## src/thread_vector_defines.vh

```
// constants for the thread reset and vector control block
`ifndef THREAD_VECTOR_DEFINES_VH
`define THREAD_VECTOR_DEFINES_VH
`define TV_THREADS 8
`define TV_SYNC_DEPTH 2
`define TV_VECT_OFFSET 8'h08
`define TV_STAT_OFFSET 8'h0C
`define TV_XCFG_OFFSET 8'h10
`define TV_DIS_LSB 0
`define TV_ARM_LSB 8
`define TV_REQ_LSB 16
`define TV_CLR_LSB 24
`define TV_RESP_OKAY 2'b00
`define TV_RESP_SLVERR 2'b10
`define TV_XCFG_RESET 32'h0000_0000
`endif
```

## src/thread_reset_vector_control.v

```verilog
// reset bridge, per-thread clear and interrupt vectoring with axi4-lite regs
//
// The AXI4-Lite slave port and the placing of the registers were decided locally.
`timescale 1ns/1ps
`default_nettype none
`include "thread_vector_defines.vh"
// How it works
// RULE_01: async reset pin asserts at once, releases synchronously via bridge
// RULE_02: one depth parameter sets every synchroniser length
// RULE_03: core clear pin clears per-thread state, memory untouched
// RULE_04: every cleared thread is vectored to its reset address
// RULE_05: writing ones to clear bits clears exactly those threads
// RULE_06: taking interrupt pushes pc to stack zero, loads service address
// RULE_07: only armed threads respond to interrupt requests
// RULE_08: requests ignored while the thread is in service
// RULE_09: interrupt return op resumes thread and re-enables response
// RULE_10: requests during service are dropped, never queued
// RULE_11: any thread clear disarms that thread
// RULE_12: arm write arms, disarm write disarms, last write wins
// RULE_13: simultaneous arm and disarm leaves thread disarmed
// RULE_14: zero bits in arm or disarm fields change nothing
// RULE_15: reading arm and disarm fields returns armed state
// RULE_16: external input options: resync, rising and falling detection
// RULE_17: enable is delayed one clock before use
// RULE_18: set beats reset in every set/reset flop except that disarm and clear beat arm, and clear beats the service set and pending interrupt set
// RULE_19: armed flag set by arm, reset by disarm or clear, reported
// RULE_20: pending request held until vector issued, then retired
// RULE_21: clears queued and issued by same pending and retire logic
// RULE_22: internal and external requests equal; integrator uses one per thread
// RULE_23: vector register: disarm 7-0, arm 15-8, request 23-16, clear 31-24
// RULE_24: clear takes precedence over interrupt on the same thread
// RULE_25: async reset and thread clear both force disarm
// RULE_26: vector logic replicated per thread with independent state
// RULE_27: clear drops in-service flag so thread may accept interrupts again
module thread_reset_vector_control #(
  parameter threads = `TV_THREADS,
  parameter reset_sync_depth = `TV_SYNC_DEPTH
) (
  input wire aclk,
  input wire aresetn,
  input wire core_clear_pin,
  input wire [threads-1:0] external_service_request,
  input wire [threads-1:0] interrupt_return_op,
  input wire [threads-1:0] vector_enable,
  output wire core_reset,
  output reg [threads-1:0] isr_vector_r,
  output reg [threads-1:0] clear_vector_r,
  output reg [threads-1:0] push_pc_r,
  output reg [threads-1:0] armed_r,
  output reg [threads-1:0] in_service_r,
  input wire [7:0] s_axi_awaddr,
  input wire s_axi_awvalid,
  output wire s_axi_awready,
  input wire [31:0] s_axi_wdata,
  input wire [3:0] s_axi_wstrb,
  input wire s_axi_wvalid,
  output wire s_axi_wready,
  output reg [1:0] s_axi_bresp,
  output reg s_axi_bvalid,
  input wire s_axi_bready,
  input wire [7:0] s_axi_araddr,
  input wire s_axi_arvalid,
  output wire s_axi_arready,
  output reg [31:0] s_axi_rdata,
  output reg [1:0] s_axi_rresp,
  output reg s_axi_rvalid,
  input wire s_axi_rready
);
  // reset bridge: asserts with the pin, releases after the chain fills
  reg [reset_sync_depth-1:0] rst_bridge_r;
  always @(posedge aclk or negedge aresetn) begin
    if (!aresetn) begin
      rst_bridge_r <= {reset_sync_depth{1'b0}}; // RULE_01
    end else begin
      rst_bridge_r <= {rst_bridge_r[reset_sync_depth-2:0], 1'b1}; // RULE_02
    end
  end
  wire rst_n;
  assign rst_n = rst_bridge_r[reset_sync_depth-1];
  assign core_reset = ~rst_n;

  // axi4-lite write path
  reg aw_held_r;
  reg w_held_r;
  reg [7:0] awaddr_r;
  reg [31:0] wdata_r;
  reg [3:0] wstrb_r;
  reg [31:0] xcfg_r;
  wire wr_fire;
  assign s_axi_awready = ~aw_held_r & ~s_axi_bvalid;
  assign s_axi_wready = ~w_held_r & ~s_axi_bvalid;
  wire aw_now;
  wire w_now;
  assign aw_now = s_axi_awvalid & s_axi_awready;
  assign w_now = s_axi_wvalid & s_axi_wready;
  wire have_aw;
  wire have_w;
  assign have_aw = aw_held_r | aw_now;
  assign have_w = w_held_r | w_now;
  assign wr_fire = have_aw & have_w;
  wire [7:0] wr_addr;
  wire [31:0] wr_data;
  wire [3:0] wr_strb;
  assign wr_addr = aw_held_r ? awaddr_r : s_axi_awaddr;
  assign wr_data = w_held_r ? wdata_r : s_axi_wdata;
  assign wr_strb = w_held_r ? wstrb_r : s_axi_wstrb;
  wire wr_vect;
  wire wr_xcfg;
  assign wr_vect = wr_fire & (wr_addr == `TV_VECT_OFFSET);
  assign wr_xcfg = wr_fire & (wr_addr == `TV_XCFG_OFFSET);
  wire wr_ok;
  assign wr_ok = wr_vect | wr_xcfg |
    (wr_fire & (wr_addr == `TV_STAT_OFFSET));
  // byte lanes gate each field
  wire [31:0] wr_mask;
  assign wr_mask = {{8{wr_strb[3]}}, {8{wr_strb[2]}},
    {8{wr_strb[1]}}, {8{wr_strb[0]}}};
  wire [31:0] vect_wr;
  assign vect_wr = wr_vect ? (wr_data & wr_mask) : 32'h0000_0000;
  always @(posedge aclk) begin
    if (!rst_n) begin
      aw_held_r <= 1'b0;
      w_held_r <= 1'b0;
      awaddr_r <= 8'h00;
      wdata_r <= 32'h0000_0000;
      wstrb_r <= 4'h0;
      s_axi_bvalid <= 1'b0;
      s_axi_bresp <= `TV_RESP_OKAY;
    end else begin
      if (wr_fire) begin
        aw_held_r <= 1'b0;
        w_held_r <= 1'b0;
        s_axi_bvalid <= 1'b1;
        s_axi_bresp <= wr_ok ? `TV_RESP_OKAY : `TV_RESP_SLVERR;
      end else begin
        if (aw_now) begin
          aw_held_r <= 1'b1;
          awaddr_r <= s_axi_awaddr;
        end
        if (w_now) begin
          w_held_r <= 1'b1;
          wdata_r <= s_axi_wdata;
          wstrb_r <= s_axi_wstrb;
        end
        if (s_axi_bvalid & s_axi_bready) begin
          s_axi_bvalid <= 1'b0;
        end
      end
    end
  end

  // external conditioning options register
  always @(posedge aclk) begin
    if (!rst_n) begin
      xcfg_r <= `TV_XCFG_RESET;
    end else if (wr_xcfg) begin
      xcfg_r <= (xcfg_r & ~wr_mask) | (wr_data & wr_mask);
    end
  end

  // external input conditioning, options per thread from xcfg_r
  // xcfg bits 7-0 resync, 15-8 rising edge, 23-16 falling edge
  reg [threads-1:0] xsr_sync_r [0:reset_sync_depth-1];
  reg [threads-1:0] xsr_prev_r;
  wire [threads-1:0] xsr_level;
  wire [threads-1:0] xsr_event;
  integer k;
  always @(posedge aclk) begin
    if (!rst_n) begin
      for (k = 0; k < reset_sync_depth; k = k + 1) begin
        xsr_sync_r[k] <= {threads{1'b0}};
      end
      xsr_prev_r <= {threads{1'b0}};
    end else begin
      xsr_sync_r[0] <= external_service_request;
      for (k = 1; k < reset_sync_depth; k = k + 1) begin
        xsr_sync_r[k] <= xsr_sync_r[k-1];
      end
      xsr_prev_r <= xsr_level;
    end
  end

  // core clear pin is synchronous to aclk
  wire [threads-1:0] clr_src;
  assign clr_src = vect_wr[`TV_CLR_LSB +: threads] |
    {threads{core_clear_pin}}; // RULE_03

  reg [threads-1:0] enable_d_r;
  reg [threads-1:0] isr_pend_r;
  reg [threads-1:0] clr_pend_r;
  genvar t;
  // one copy of the vector logic per thread
  generate
    for (t = 0; t < threads; t = t + 1) begin : g_thread // RULE_26
      wire res_on;
      wire rise_on;
      wire fall_on;
      wire edge_on;
      assign res_on = xcfg_r[t];
      assign rise_on = xcfg_r[8+t];
      assign fall_on = xcfg_r[16+t];
      assign edge_on = rise_on | fall_on;
      assign xsr_level[t] = res_on ?
        xsr_sync_r[reset_sync_depth-1][t] :
        external_service_request[t]; // RULE_16
      wire rise_ev;
      wire fall_ev;
      assign rise_ev = rise_on & xsr_level[t] & ~xsr_prev_r[t];
      assign fall_ev = fall_on & ~xsr_level[t] & xsr_prev_r[t];
      assign xsr_event[t] = edge_on ? (rise_ev | fall_ev) :
        xsr_level[t]; // RULE_16
      wire req;
      wire en;
      wire clr;
      wire arm_w;
      wire dis_w;
      assign req = xsr_event[t] | vect_wr[`TV_REQ_LSB+t]; // RULE_22
      assign en = enable_d_r[t]; // RULE_17
      assign clr = clr_src[t];
      assign arm_w = vect_wr[`TV_ARM_LSB+t]; // RULE_14
      assign dis_w = vect_wr[`TV_DIS_LSB+t]; // RULE_14
      wire take;
      wire isr_set;
      wire isr_retire;
      wire clr_retire;
      // vector issue: clear beats interrupt
      assign take = en & isr_pend_r[t] & ~clr_pend_r[t] & ~clr; // RULE_24
      // requests during service or a vector in flight are dropped
      assign isr_set = req & armed_r[t] & ~in_service_r[t] &
        ~isr_vector_r[t] & ~(en & isr_pend_r[t]) &
        ~clr; // RULE_07 RULE_08 RULE_10
      assign isr_retire = (en & isr_pend_r[t]) | clr |
        clr_pend_r[t]; // RULE_20 RULE_24
      assign clr_retire = en & clr_pend_r[t]; // RULE_21

      // enable delay stage
      always @(posedge aclk) begin
        if (!rst_n) begin
          enable_d_r[t] <= 1'b0;
        end else begin
          enable_d_r[t] <= vector_enable[t]; // RULE_17
        end
      end

      // armed flag: disarm and clear beat arm
      always @(posedge aclk) begin
        if (!rst_n) begin
          armed_r[t] <= 1'b0; // RULE_25
        end else if (dis_w | clr) begin
          armed_r[t] <= 1'b0; // RULE_11 RULE_13 RULE_19
        end else if (arm_w) begin
          armed_r[t] <= 1'b1; // RULE_12 RULE_19
        end
      end

      // service flag: vector issue sets, return or clear resets
      always @(posedge aclk) begin
        if (!rst_n) begin
          in_service_r[t] <= 1'b0;
        end else if (isr_vector_r[t] & ~clr_pend_r[t] & ~clr) begin
          in_service_r[t] <= 1'b1; // RULE_18
        end else if (interrupt_return_op[t] | clr) begin
          in_service_r[t] <= 1'b0; // RULE_09 RULE_27
        end
      end

      // pending interrupt: set wins over retire
      always @(posedge aclk) begin
        if (!rst_n) begin
          isr_pend_r[t] <= 1'b0;
        end else if (isr_set) begin
          isr_pend_r[t] <= 1'b1; // RULE_18 RULE_20
        end else if (isr_retire) begin
          isr_pend_r[t] <= 1'b0; // RULE_20
        end
      end

      // pending clear: same set and retire scheme
      always @(posedge aclk) begin
        if (!rst_n) begin
          clr_pend_r[t] <= 1'b0;
        end else if (clr) begin
          clr_pend_r[t] <= 1'b1; // RULE_18 RULE_21
        end else if (clr_retire) begin
          clr_pend_r[t] <= 1'b0; // RULE_21
        end
      end

      // one-cycle vector pulses to the decoder
      always @(posedge aclk) begin
        if (!rst_n) begin
          isr_vector_r[t] <= 1'b0;
          clear_vector_r[t] <= 1'b0;
          push_pc_r[t] <= 1'b0;
        end else begin
          clear_vector_r[t] <= clr_retire; // RULE_04 RULE_05
          isr_vector_r[t] <= take; // RULE_24
          push_pc_r[t] <= take; // RULE_06
        end
      end
    end
  endgenerate

  // axi4-lite read path
  assign s_axi_arready = ~s_axi_rvalid;
  wire rd_take;
  assign rd_take = s_axi_arvalid & s_axi_arready;
  // vector register read fields
  wire [threads-1:0] rd_dis;
  wire [threads-1:0] rd_arm;
  wire [threads-1:0] rd_act;
  wire [threads-1:0] rd_clr;
  assign rd_dis = ~armed_r; // RULE_15
  assign rd_arm = armed_r; // RULE_15
  assign rd_act = in_service_r;
  assign rd_clr = clr_pend_r;
  wire [31:0] vect_rd;
  assign vect_rd = {rd_clr, rd_act, rd_arm, rd_dis}; // RULE_23
  wire [31:0] stat_rd;
  assign stat_rd = {16'h0000, isr_pend_r, enable_d_r};
  always @(posedge aclk) begin
    if (!rst_n) begin
      s_axi_rvalid <= 1'b0;
      s_axi_rdata <= 32'h0000_0000;
      s_axi_rresp <= `TV_RESP_OKAY;
    end else if (rd_take) begin
      s_axi_rvalid <= 1'b1;
      s_axi_rresp <= `TV_RESP_OKAY;
      case (s_axi_araddr)
        `TV_VECT_OFFSET: s_axi_rdata <= vect_rd;
        `TV_STAT_OFFSET: s_axi_rdata <= stat_rd;
        `TV_XCFG_OFFSET: s_axi_rdata <= xcfg_r;
        default: begin
          s_axi_rdata <= 32'h0000_0000;
          s_axi_rresp <= `TV_RESP_SLVERR;
        end
      endcase
    end else if (s_axi_rready) begin
      s_axi_rvalid <= 1'b0;
    end
  end
endmodule
`default_nettype wire

```

## config.mk

```make
export PLATFORM = sky130hd
export DESIGN_NAME = thread_reset_vector_control
export DESIGN_NICKNAME = d
export VERILOG_FILES = /design/src/thread_reset_vector_control.v
export VERILOG_INCLUDE_DIRS = /design/src
export SDC_FILE = /design/constraint.sdc
export NUM_CORES = 1
export LEC_CHECK = 0
export ABC_AREA = 0
export BUFFER_PORTS_ARGS = -buffer_cell sky130_fd_sc_hd__buf_2
export CORE_ASPECT_RATIO = 1.1
export CORE_MARGIN = 10
export CORE_UTILIZATION = 50
export DETAILED_ROUTE_END_ITERATION = 7
export HOLD_SLACK_MARGIN = 0.1
export PLACE_DENSITY = 0.7
export SLEW_MARGIN = 15
export SYNTH_ARGS = -nofsm -noshare
export SYNTH_HDL_FRONTEND = slang
export SYNTH_SLANG_ARGS = --single-unit
```

## constraint.sdc

```tcl
create_clock -name aclk -period 5.95 [get_ports aclk]
set_clock_uncertainty 0.1 [all_clocks]
set_input_delay 0.2975 -clock aclk [delete_from_list [all_inputs] [get_ports aclk]]
set_output_delay 0.2975 -clock aclk [all_outputs]
set_load 0.005 [all_outputs]
```

==> key figures, run 1 <==
Outcome
  • Run status: finished clean

Clock tree
  • Clock root buffer master: clkbuf_16
  • Clock network latency to the later pin of the worst-skew pair: 0.44 ns
  • Clock-pin transition on the worst setup and hold timing paths: 0.07 ns
  • Number of buffers created by CTS: 17
  • TritonCTS Sinks: 196
  • Clk buf depth: 2
  • # resized after CTS: 0
  • CTS tree: done
  • H-tree level count: 4

Route
  • Number of DRC violations after detailed routing: 0
  • Drt initial violations: 606
  • Final ANT Viol Nets: 0
  • Routed wire length: 25500 um
  • Routed wire per std cell: 19.1 um
  • Post-detailed-route via-to-cell ratio: 5.68
  • Initial DRT Pass Iterations: 8
  • Via total after detailed routing: 7556

Final layout
  • Area of all placed cells without fillers: 10600 um2
  • Layout cells sized above 1: 24.3%
  • Number of standard cells in the layout, taps in and fillers out: 1330
  • Final standard cell utilization of the core: 62.8%
  • Number of inserted diodes: 0
  • Area overhead of the layout relative to synthesis: 24.3%
  • Number of nets in the final layout: 1194

Floorplanning
  • Total die area: 22700 um2
  • Number of I/O pins: 166
  • Placeable Area: 16900 um2
  • Initial standard-cell utilization of the core: 50.5%
  • Width of the die: 145 um
  • Placement row count: 50
  • Die outline height: 157 um

Synth
  • Dominant synthesized flop cell: dfxtp_1
  • Share of the synthesized area in the top cell type: 45.5%
  • Number of synthesized flops with an enable pin: 0
  • Yosys Warn Count: 0
  • Mean area per synthesized cell: 9.25 um2
  • Syn Std Cell Area: 8540 um2
  • Register area share after synthesis: 46.1%
  • Most area-consuming cells after synthesis: dfxtp_1, a21oi_1, mux2_2, nand2_1, mux2i_1
  • Total of flip-flops plus latches after synthesis: 196
  • Most common cell in the netlist: dfxtp_1
  • Top cell types by occurrence after synthesis: dfxtp_1, nand2_1, a21oi_1
  • Synth area leader: dfxtp_1
  • Synth async-reset ratio: 1.02%
  • Yosys cell types: 53
  • Cells after Synth: 923

STA
  • Share of the cycle needed by the critical path after routing: 50.9%
  • Final setup violation count: 0
  • Final hold violations: 0
  • Unrepaired setup endpoints after global routing: no
  • Slew Limit Fails: 0
  • Fmax: 331 MHz
  • Minimum clock period: 3.03 ns
  • Worst Tran Pin Value: 1.13 ns
  • Max-slew headroom at the worst pin: 24.4%
  • Setup TNS after final layout: 0 ns

Power and ir drop
  • Total leakage power: 4.17 nW
  • Power Dens Cells: 264 nW/um2
  • Max IR drop VDD: 0.219 mV

GRT
  • Antenna violations before repair: 0
  • Wire length of the first global-routing pass: 39800 um
  • All-Layer GR Usage: 22.0%
  • Largest net degree at the start of global routing: 98
  • Grt ovf: 0
  • Number of global-route vias before repair: 7076

Worst setup path
  • Worst setup EP type: flip-flop
  • Worst-path maximum fanout: 26
  • Reg-to-reg setup timing slack: 3.01 ns
  • Data required time of the worst path: 6.20 ns
  • Endpoint arrival time on the critical path: 3.28 ns
  • Crit path kind: in -> reg
  • Worst Setup Start Kind: primary input

Placed design
  • Count of placed standard cells including taps: 1226
  • HPWL after detailed placement: 17800 um
  • Post-placement cell area: 9310 um2
  • Input/output buffers: 163
  • Routability congestion estimate from global placement: 0.851

Flow run
  • Max-cap violation count: 0

Worst hold path
  • Type of the tightest min-delay check: in -> reg
-- final timing paths --
| kind | to | start | cells after the start |
|---|---|---|---|
| max reg2reg | flip-flop | aw_held_r | 5 |
| min in group asynchronous | rst_bridge_r[0] | aresetn | 3 |
| max in group asynchronous | rst_bridge_r[1] | aresetn | 3 |
| min reg2reg | rst_bridge_r[1] | rst_bridge_r[0] | 0 |
| min | w_held_r | s_axi_wvalid | 3 |
| max | s_axi_rdata[17] | s_axi_arvalid | 6 |
-- final cells by class --
class | count | area, um2
Fill cell | 1465 | 6280
Multi-Input combinational cell | 619 | 4120
Sequential cell | 196 | 3940
Timing Repair Buffer | 245 | 1610
Clock buffer | 19 | 433
Tap cell | 208 | 260
Clock inverter | 12 | 133
Inverter | 31 | 116
-- per-layer routing --
metal / vias to the layer above / track usage [%] / share of wire (%)
li1: 3699 / - / -
met1: 3543 / 30.7 / 45
met2: 281 / 33.4 / 45
met3: 33 / 4.40 / 8.1
met4: 0 / 6.94 / 1.8
met5: - / 0 / 0
-- kinds of logic after synthesis --
logic type	count (synthesis)	synth area share [%]
buffers and inverters	109	5.82
AOI/OAI and AO/OA	258	20.6
and+or+nand+nor	290	18.8
muxes	68	8.53
DFF	196	46.1
other	2	0.0880
-- worst max-delay path, cell delays in order --
cell and delay (ns):
dlygate4sd3_1 0.51, buf_2 0.13, nand2b_1 0.53, a2111oi_4 1.17, nand2_2 0.38, o21ai_0 0.25
-- power breakdown --
| part | internal, W | switching, W |
|---|---|---|
| combinational | 0.000129 | 0.000168 |
| clock | 0.000618 | 0.000503 |
| sequential | 0.00135 | 0.0000369 |
| total | 0.00210 | 0.000708 |
-- repair_timing --
item / in CTS / in global routing
buffers inserted: 0 / 0
hold buffers: 73 / 0
hold endpoints to repair: 78 / 0
-- through the flow --
step | hold WS (ns) | worst slack (ns) | power (W)
after CTS | 0.129 | 2.93 | 0.00281
after floorplan | -0.0981 | 3.94 | 0.00158
after global routing | 0.161 | 2.71 | 0.00290
after detailed placement | -0.0157 | 3.02 | 0.00167
after global placement | -0.0178 | 3.10 | 0.00167
final | 0.151 | 2.92 | 0.00280
-- cell usage in the layout, fill, tap and decap left out, types with 4 or more instances in the layout --
cell | synthesis | layout
inv_1 | 30 | 30
nand2_1 | 97 | 97
nor2_1 | 22 | 22
nor4_1 | 4 | 4
nand2b_1 | 33 | 33
mux2i_1 | 30 | 30
buf_4 | 14 | 9
a221oi_1 | 8 | 8
nand3b_1 | 4 | 4
a41oi_1 | 8 | 8
clkbuf_16 | 0 | 17
nor3b_1 | 12 | 12
nor4b_1 | 4 | 4
mux2_2 | 38 | 38
a211oi_1 | 26 | 26
a22oi_1 | 33 | 33
o21ai_0 | 23 | 23
nor2b_1 | 13 | 13
dfxtp_1 | 194 | 193
dlygate4sd3_1 | 0 | 73
a41o_1 | 8 | 8
nor3_1 | 9 | 9
and3_1 | 10 | 10
and4_1 | 7 | 7
and2_1 | 39 | 39
buf_2 | 15 | 163
a31o_2 | 16 | 16
nand4_1 | 22 | 22
a31oi_1 | 16 | 16
a21oi_1 | 96 | 95
a211oi_2 | 6 | 6
o211a_1 | 8 | 8
Power figures use the tool's default switching activity.
==> run 2, diff against run 1 <==
Settings changed: ABC_AREA 0 to 1, PLACE_DENSITY 0.7 to 0.73.
Clock period 5.95 ns to 2.77 ns, I/O delays scaled along.
==> key figures, run 2 <==
Synth
  • Most area-consuming cells after synthesis: dfxtp_1, nand2_1, inv_1, a21oi_1, o21ai_0
  • Most common cell in the netlist: nand2_1
  • Mean area per synthesized cell: 6.87 um2 (-26%)
  • Register area share after synthesis: 45.2% (-0.87 points)
  • Syn Std Cell Area: 8700 um2 (+1.9%)
  • Synth area leader: dfxtp_1
  • Number of synthesized flops with an enable pin: 0 (unchanged)
  • Dominant synthesized flop cell: dfxtp_1
  • Share of the synthesized area in the top cell type: 44.6% (-0.86 points)
  • Synth async-reset ratio: 1.02% (unchanged)
  • Top cell types by occurrence after synthesis: nand2_1, dfxtp_1, inv_1
  • Total of flip-flops plus latches after synthesis: 196 (unchanged)
  • Cells after Synth: 1266 (+37%)
  • Yosys cell types: 31 (-42%)
  • Yosys Warn Count: 0 (unchanged)

Clock tree
  • Clock root buffer master: clkbuf_16
  • CTS tree: done
  • Clock-pin transition on the worst setup and hold timing paths: 0.07 ns (about the same)
  • # resized after CTS: 0 (unchanged)
  • Clock network latency to the later pin of the worst-skew pair: 0.43 ns (about the same)
  • TritonCTS Sinks: 196 (unchanged)
  • Clk buf depth: 2 (unchanged)
  • H-tree level count: 4 (unchanged)
  • Number of buffers created by CTS: 17 (unchanged)

Power and ir drop
  • Power Dens Cells: 580 nW/um2 (+120%)
  • Max IR drop VDD: 0.475 mV (+120%)
  • Total leakage power: 4.99 nW (+20%)

Placed design
  • Input/output buffers: 163 (unchanged)
  • Post-placement cell area: 9580 um2 (+2.9%)
  • Worst slack at placement: 0.380 ns (-2.64 ns)
  • HPWL after detailed placement: 18500 um (+3.9%)
  • Routability congestion estimate from global placement: 0.900 (+5.7%)

Outcome
  • Run status: finished clean

GRT
  • Antenna violations before repair: 0 (unchanged)
  • Wire length of the first global-routing pass: 41000 um (+3.1%)
  • Number of global-route vias before repair: 7937 (+12%)
  • Largest net degree at the start of global routing: 111 (+13%)
  • Grt ovf: 0 (unchanged)
  • All-Layer GR Usage: 21.9% (-0.12 points)

STA
  • Unrepaired setup endpoints after global routing: no
  • Final hold violations: 0 (unchanged)
  • Slew Limit Fails: 0 (unchanged)
  • Share of the cycle needed by the critical path after routing: 87.9%
  • Worst Tran Pin Value: 0.755 ns (-0.379 ns)
  • Final setup violation count: 0 (unchanged)
  • Setup TNS after final layout: 0 ns (unchanged)
  • Minimum clock period: 2.43 ns
  • Max-slew headroom at the worst pin: 49.7% (+25 points)
  • Crit path setup slack, layout: 0.336 ns (-2.59 ns)
  • Fmax: 411 MHz

Worst setup path
  • Worst setup EP type: flip-flop
  • Endpoint arrival time on the critical path: 2.64 ns (-0.64 ns)
  • Slowest cell on the critical path: dfxtp_1
  • Data required time of the worst path: 2.97 ns (-3.23 ns)
  • Delay of the slowest cell on the worst path: 0.61 ns (-0.56 ns)
  • Cell class contributing the biggest share of worst-path delay: flip-flops
  • Crit-path cells: inv_1, o21ai_1, nand2_2, inv_2, nand3_2, o21ai_0, nor2_1
  • Buffer and inverter count on the worst path: 2 (unchanged)
  • Crit path kind: reg -> reg
  • Worst-path maximum fanout: 29 (+12%)
  • Worst Setup Start Kind: flip-flop

Route
  • Routed wire per std cell: 15.1 um (-21%)
  • Routed wire length: 25800 um (+1.4%)
  • Post-detailed-route via-to-cell ratio: 5.06 (-11%)
  • Initial DRT Pass Iterations: 5 (-3)
  • Via total after detailed routing: 8671 (+15%)
  • Drt initial violations: 831 (+37%)
  • Number of DRC violations after detailed routing: 0 (unchanged)
  • Final ANT Viol Nets: 0 (unchanged)

Floorplanning
  • Total die area: 23100 um2 (+1.7%)
  • Initial standard-cell utilization of the core: 50.9% (+0.41 points)
  • Placeable Area: 17100 um2 (+1.1%)
  • Die outline height: 158 um (+0.84%)
  • Width of the die: 146 um (+0.83%)
  • Placement row count: 50 (unchanged)
  • Number of I/O pins: 166 (unchanged)

Final layout
  • Number of inserted diodes: 0 (unchanged)
  • Layout cells sized above 1: 16.2% (-8.2 points)
  • Most frequent cells in the layout: nand2_1, dfxtp_1, inv_1
  • Area of all placed cells without fillers: 10900 um2 (+2.8%)
  • Most common library cell in the layout ignoring fill and taps: nand2_1
  • Area overhead of the layout relative to synthesis: 25.4%
  • Number of nets in the final layout: 1549 (+30%)

Worst hold path
  • Type of the tightest min-delay check: in -> reg

Flow run
  • Max-cap violation count: 0 (unchanged)
==> run 2: changes by cell type after synthesis, sizes merged, moves of 37 or more <==
cell   delta
and2     -37
inv     +145
mux2     -38
nand2   +268
nand3    +51
nor2     +80
o21ai    +85
==> run 2: worst paths after layout <==
kind,startpoint,to,slack [ns],cells after the start
max in group asynchronous,aresetn,rst_bridge_r[1],1.99,3
min,s_axi_arvalid,s_axi_rdata[23],0.14,5
min in group asynchronous,aresetn,rst_bridge_r[1],0.45,3
max reg2reg,aw_held_r,flip-flop,0.34,7
min reg2reg,rst_bridge_r[0],rst_bridge_r[1],0.25,0
max,aw_held_r,flip-flop,0.34,7
==> run 2: tightest hold or removal path, stage by stage <==
cell     delay, ns
buf_2         0.07
nand2_1       0.04
buf_4         0.22
nand2_1       0.09
a21oi_1       0.05
==> run 2: cell families after synthesis <==
family,after synthesis,share of synthesized area (%)
flip-flops,196,45.2
multiplexers,8,0.920
other,2,0.0863
AND/OR/NAND/NOR,578,27.9
buffers and inverters,248,11.8
AO/OA/AOI/OAI,234,14.0
==> run 2: final cells by class <==
cell class	instances	area, um2
tap	234	293
sequential	196	3940
clock buffer	20	457
fill	1566	6170
multi-input combinational	823	3740
inverter	180	676
timing repair buffer	247	1670
clock inverter	12	130
==> run 2: metrics by stage <==
stage	total power [W]	hold WS (ns)	util, %	std cells
floorplan	0.00358	-0.257	-	1267
global placement	0.00381	-0.174	56.1	1606
global route	0.00659	0.182	63.9	1712
finish	0.00632	0.142	63.9	1712
CTS	0.00634	0.131	63.9	1712
detailed placement	0.00383	-0.175	56.1	1606
==> run 2: report_power, final <==
group	leakage, nW	switching, W	internal [W]
Combinational	3.10	0.000550	0.000304
Sequential	1.61	0.0000593	0.00295
Clock	0.286	0.00108	0.00138
Total	4.99	0.00169	0.00463
==> run 2: timing repair <==
| item | 4_1_cts | 5_1_grt |
|---|---|---|
| setup buffers | 0 | 0 |
| endpoints found under the hold margin | 96 | 0 |
| hold buffers | 74 | 0 |
==> run 2: metal layers <==
metal | track usage, % | vias to the layer above | routed length [um]
met2 | 35.7 | 332 | 11900
met1 | 28.3 | 3913 | 11200
met3 | 5.08 | 36 | 2230
met5 | 0 | - | 0
li1 | - | 4390 | -
met4 | 6.74 | 0 | 507
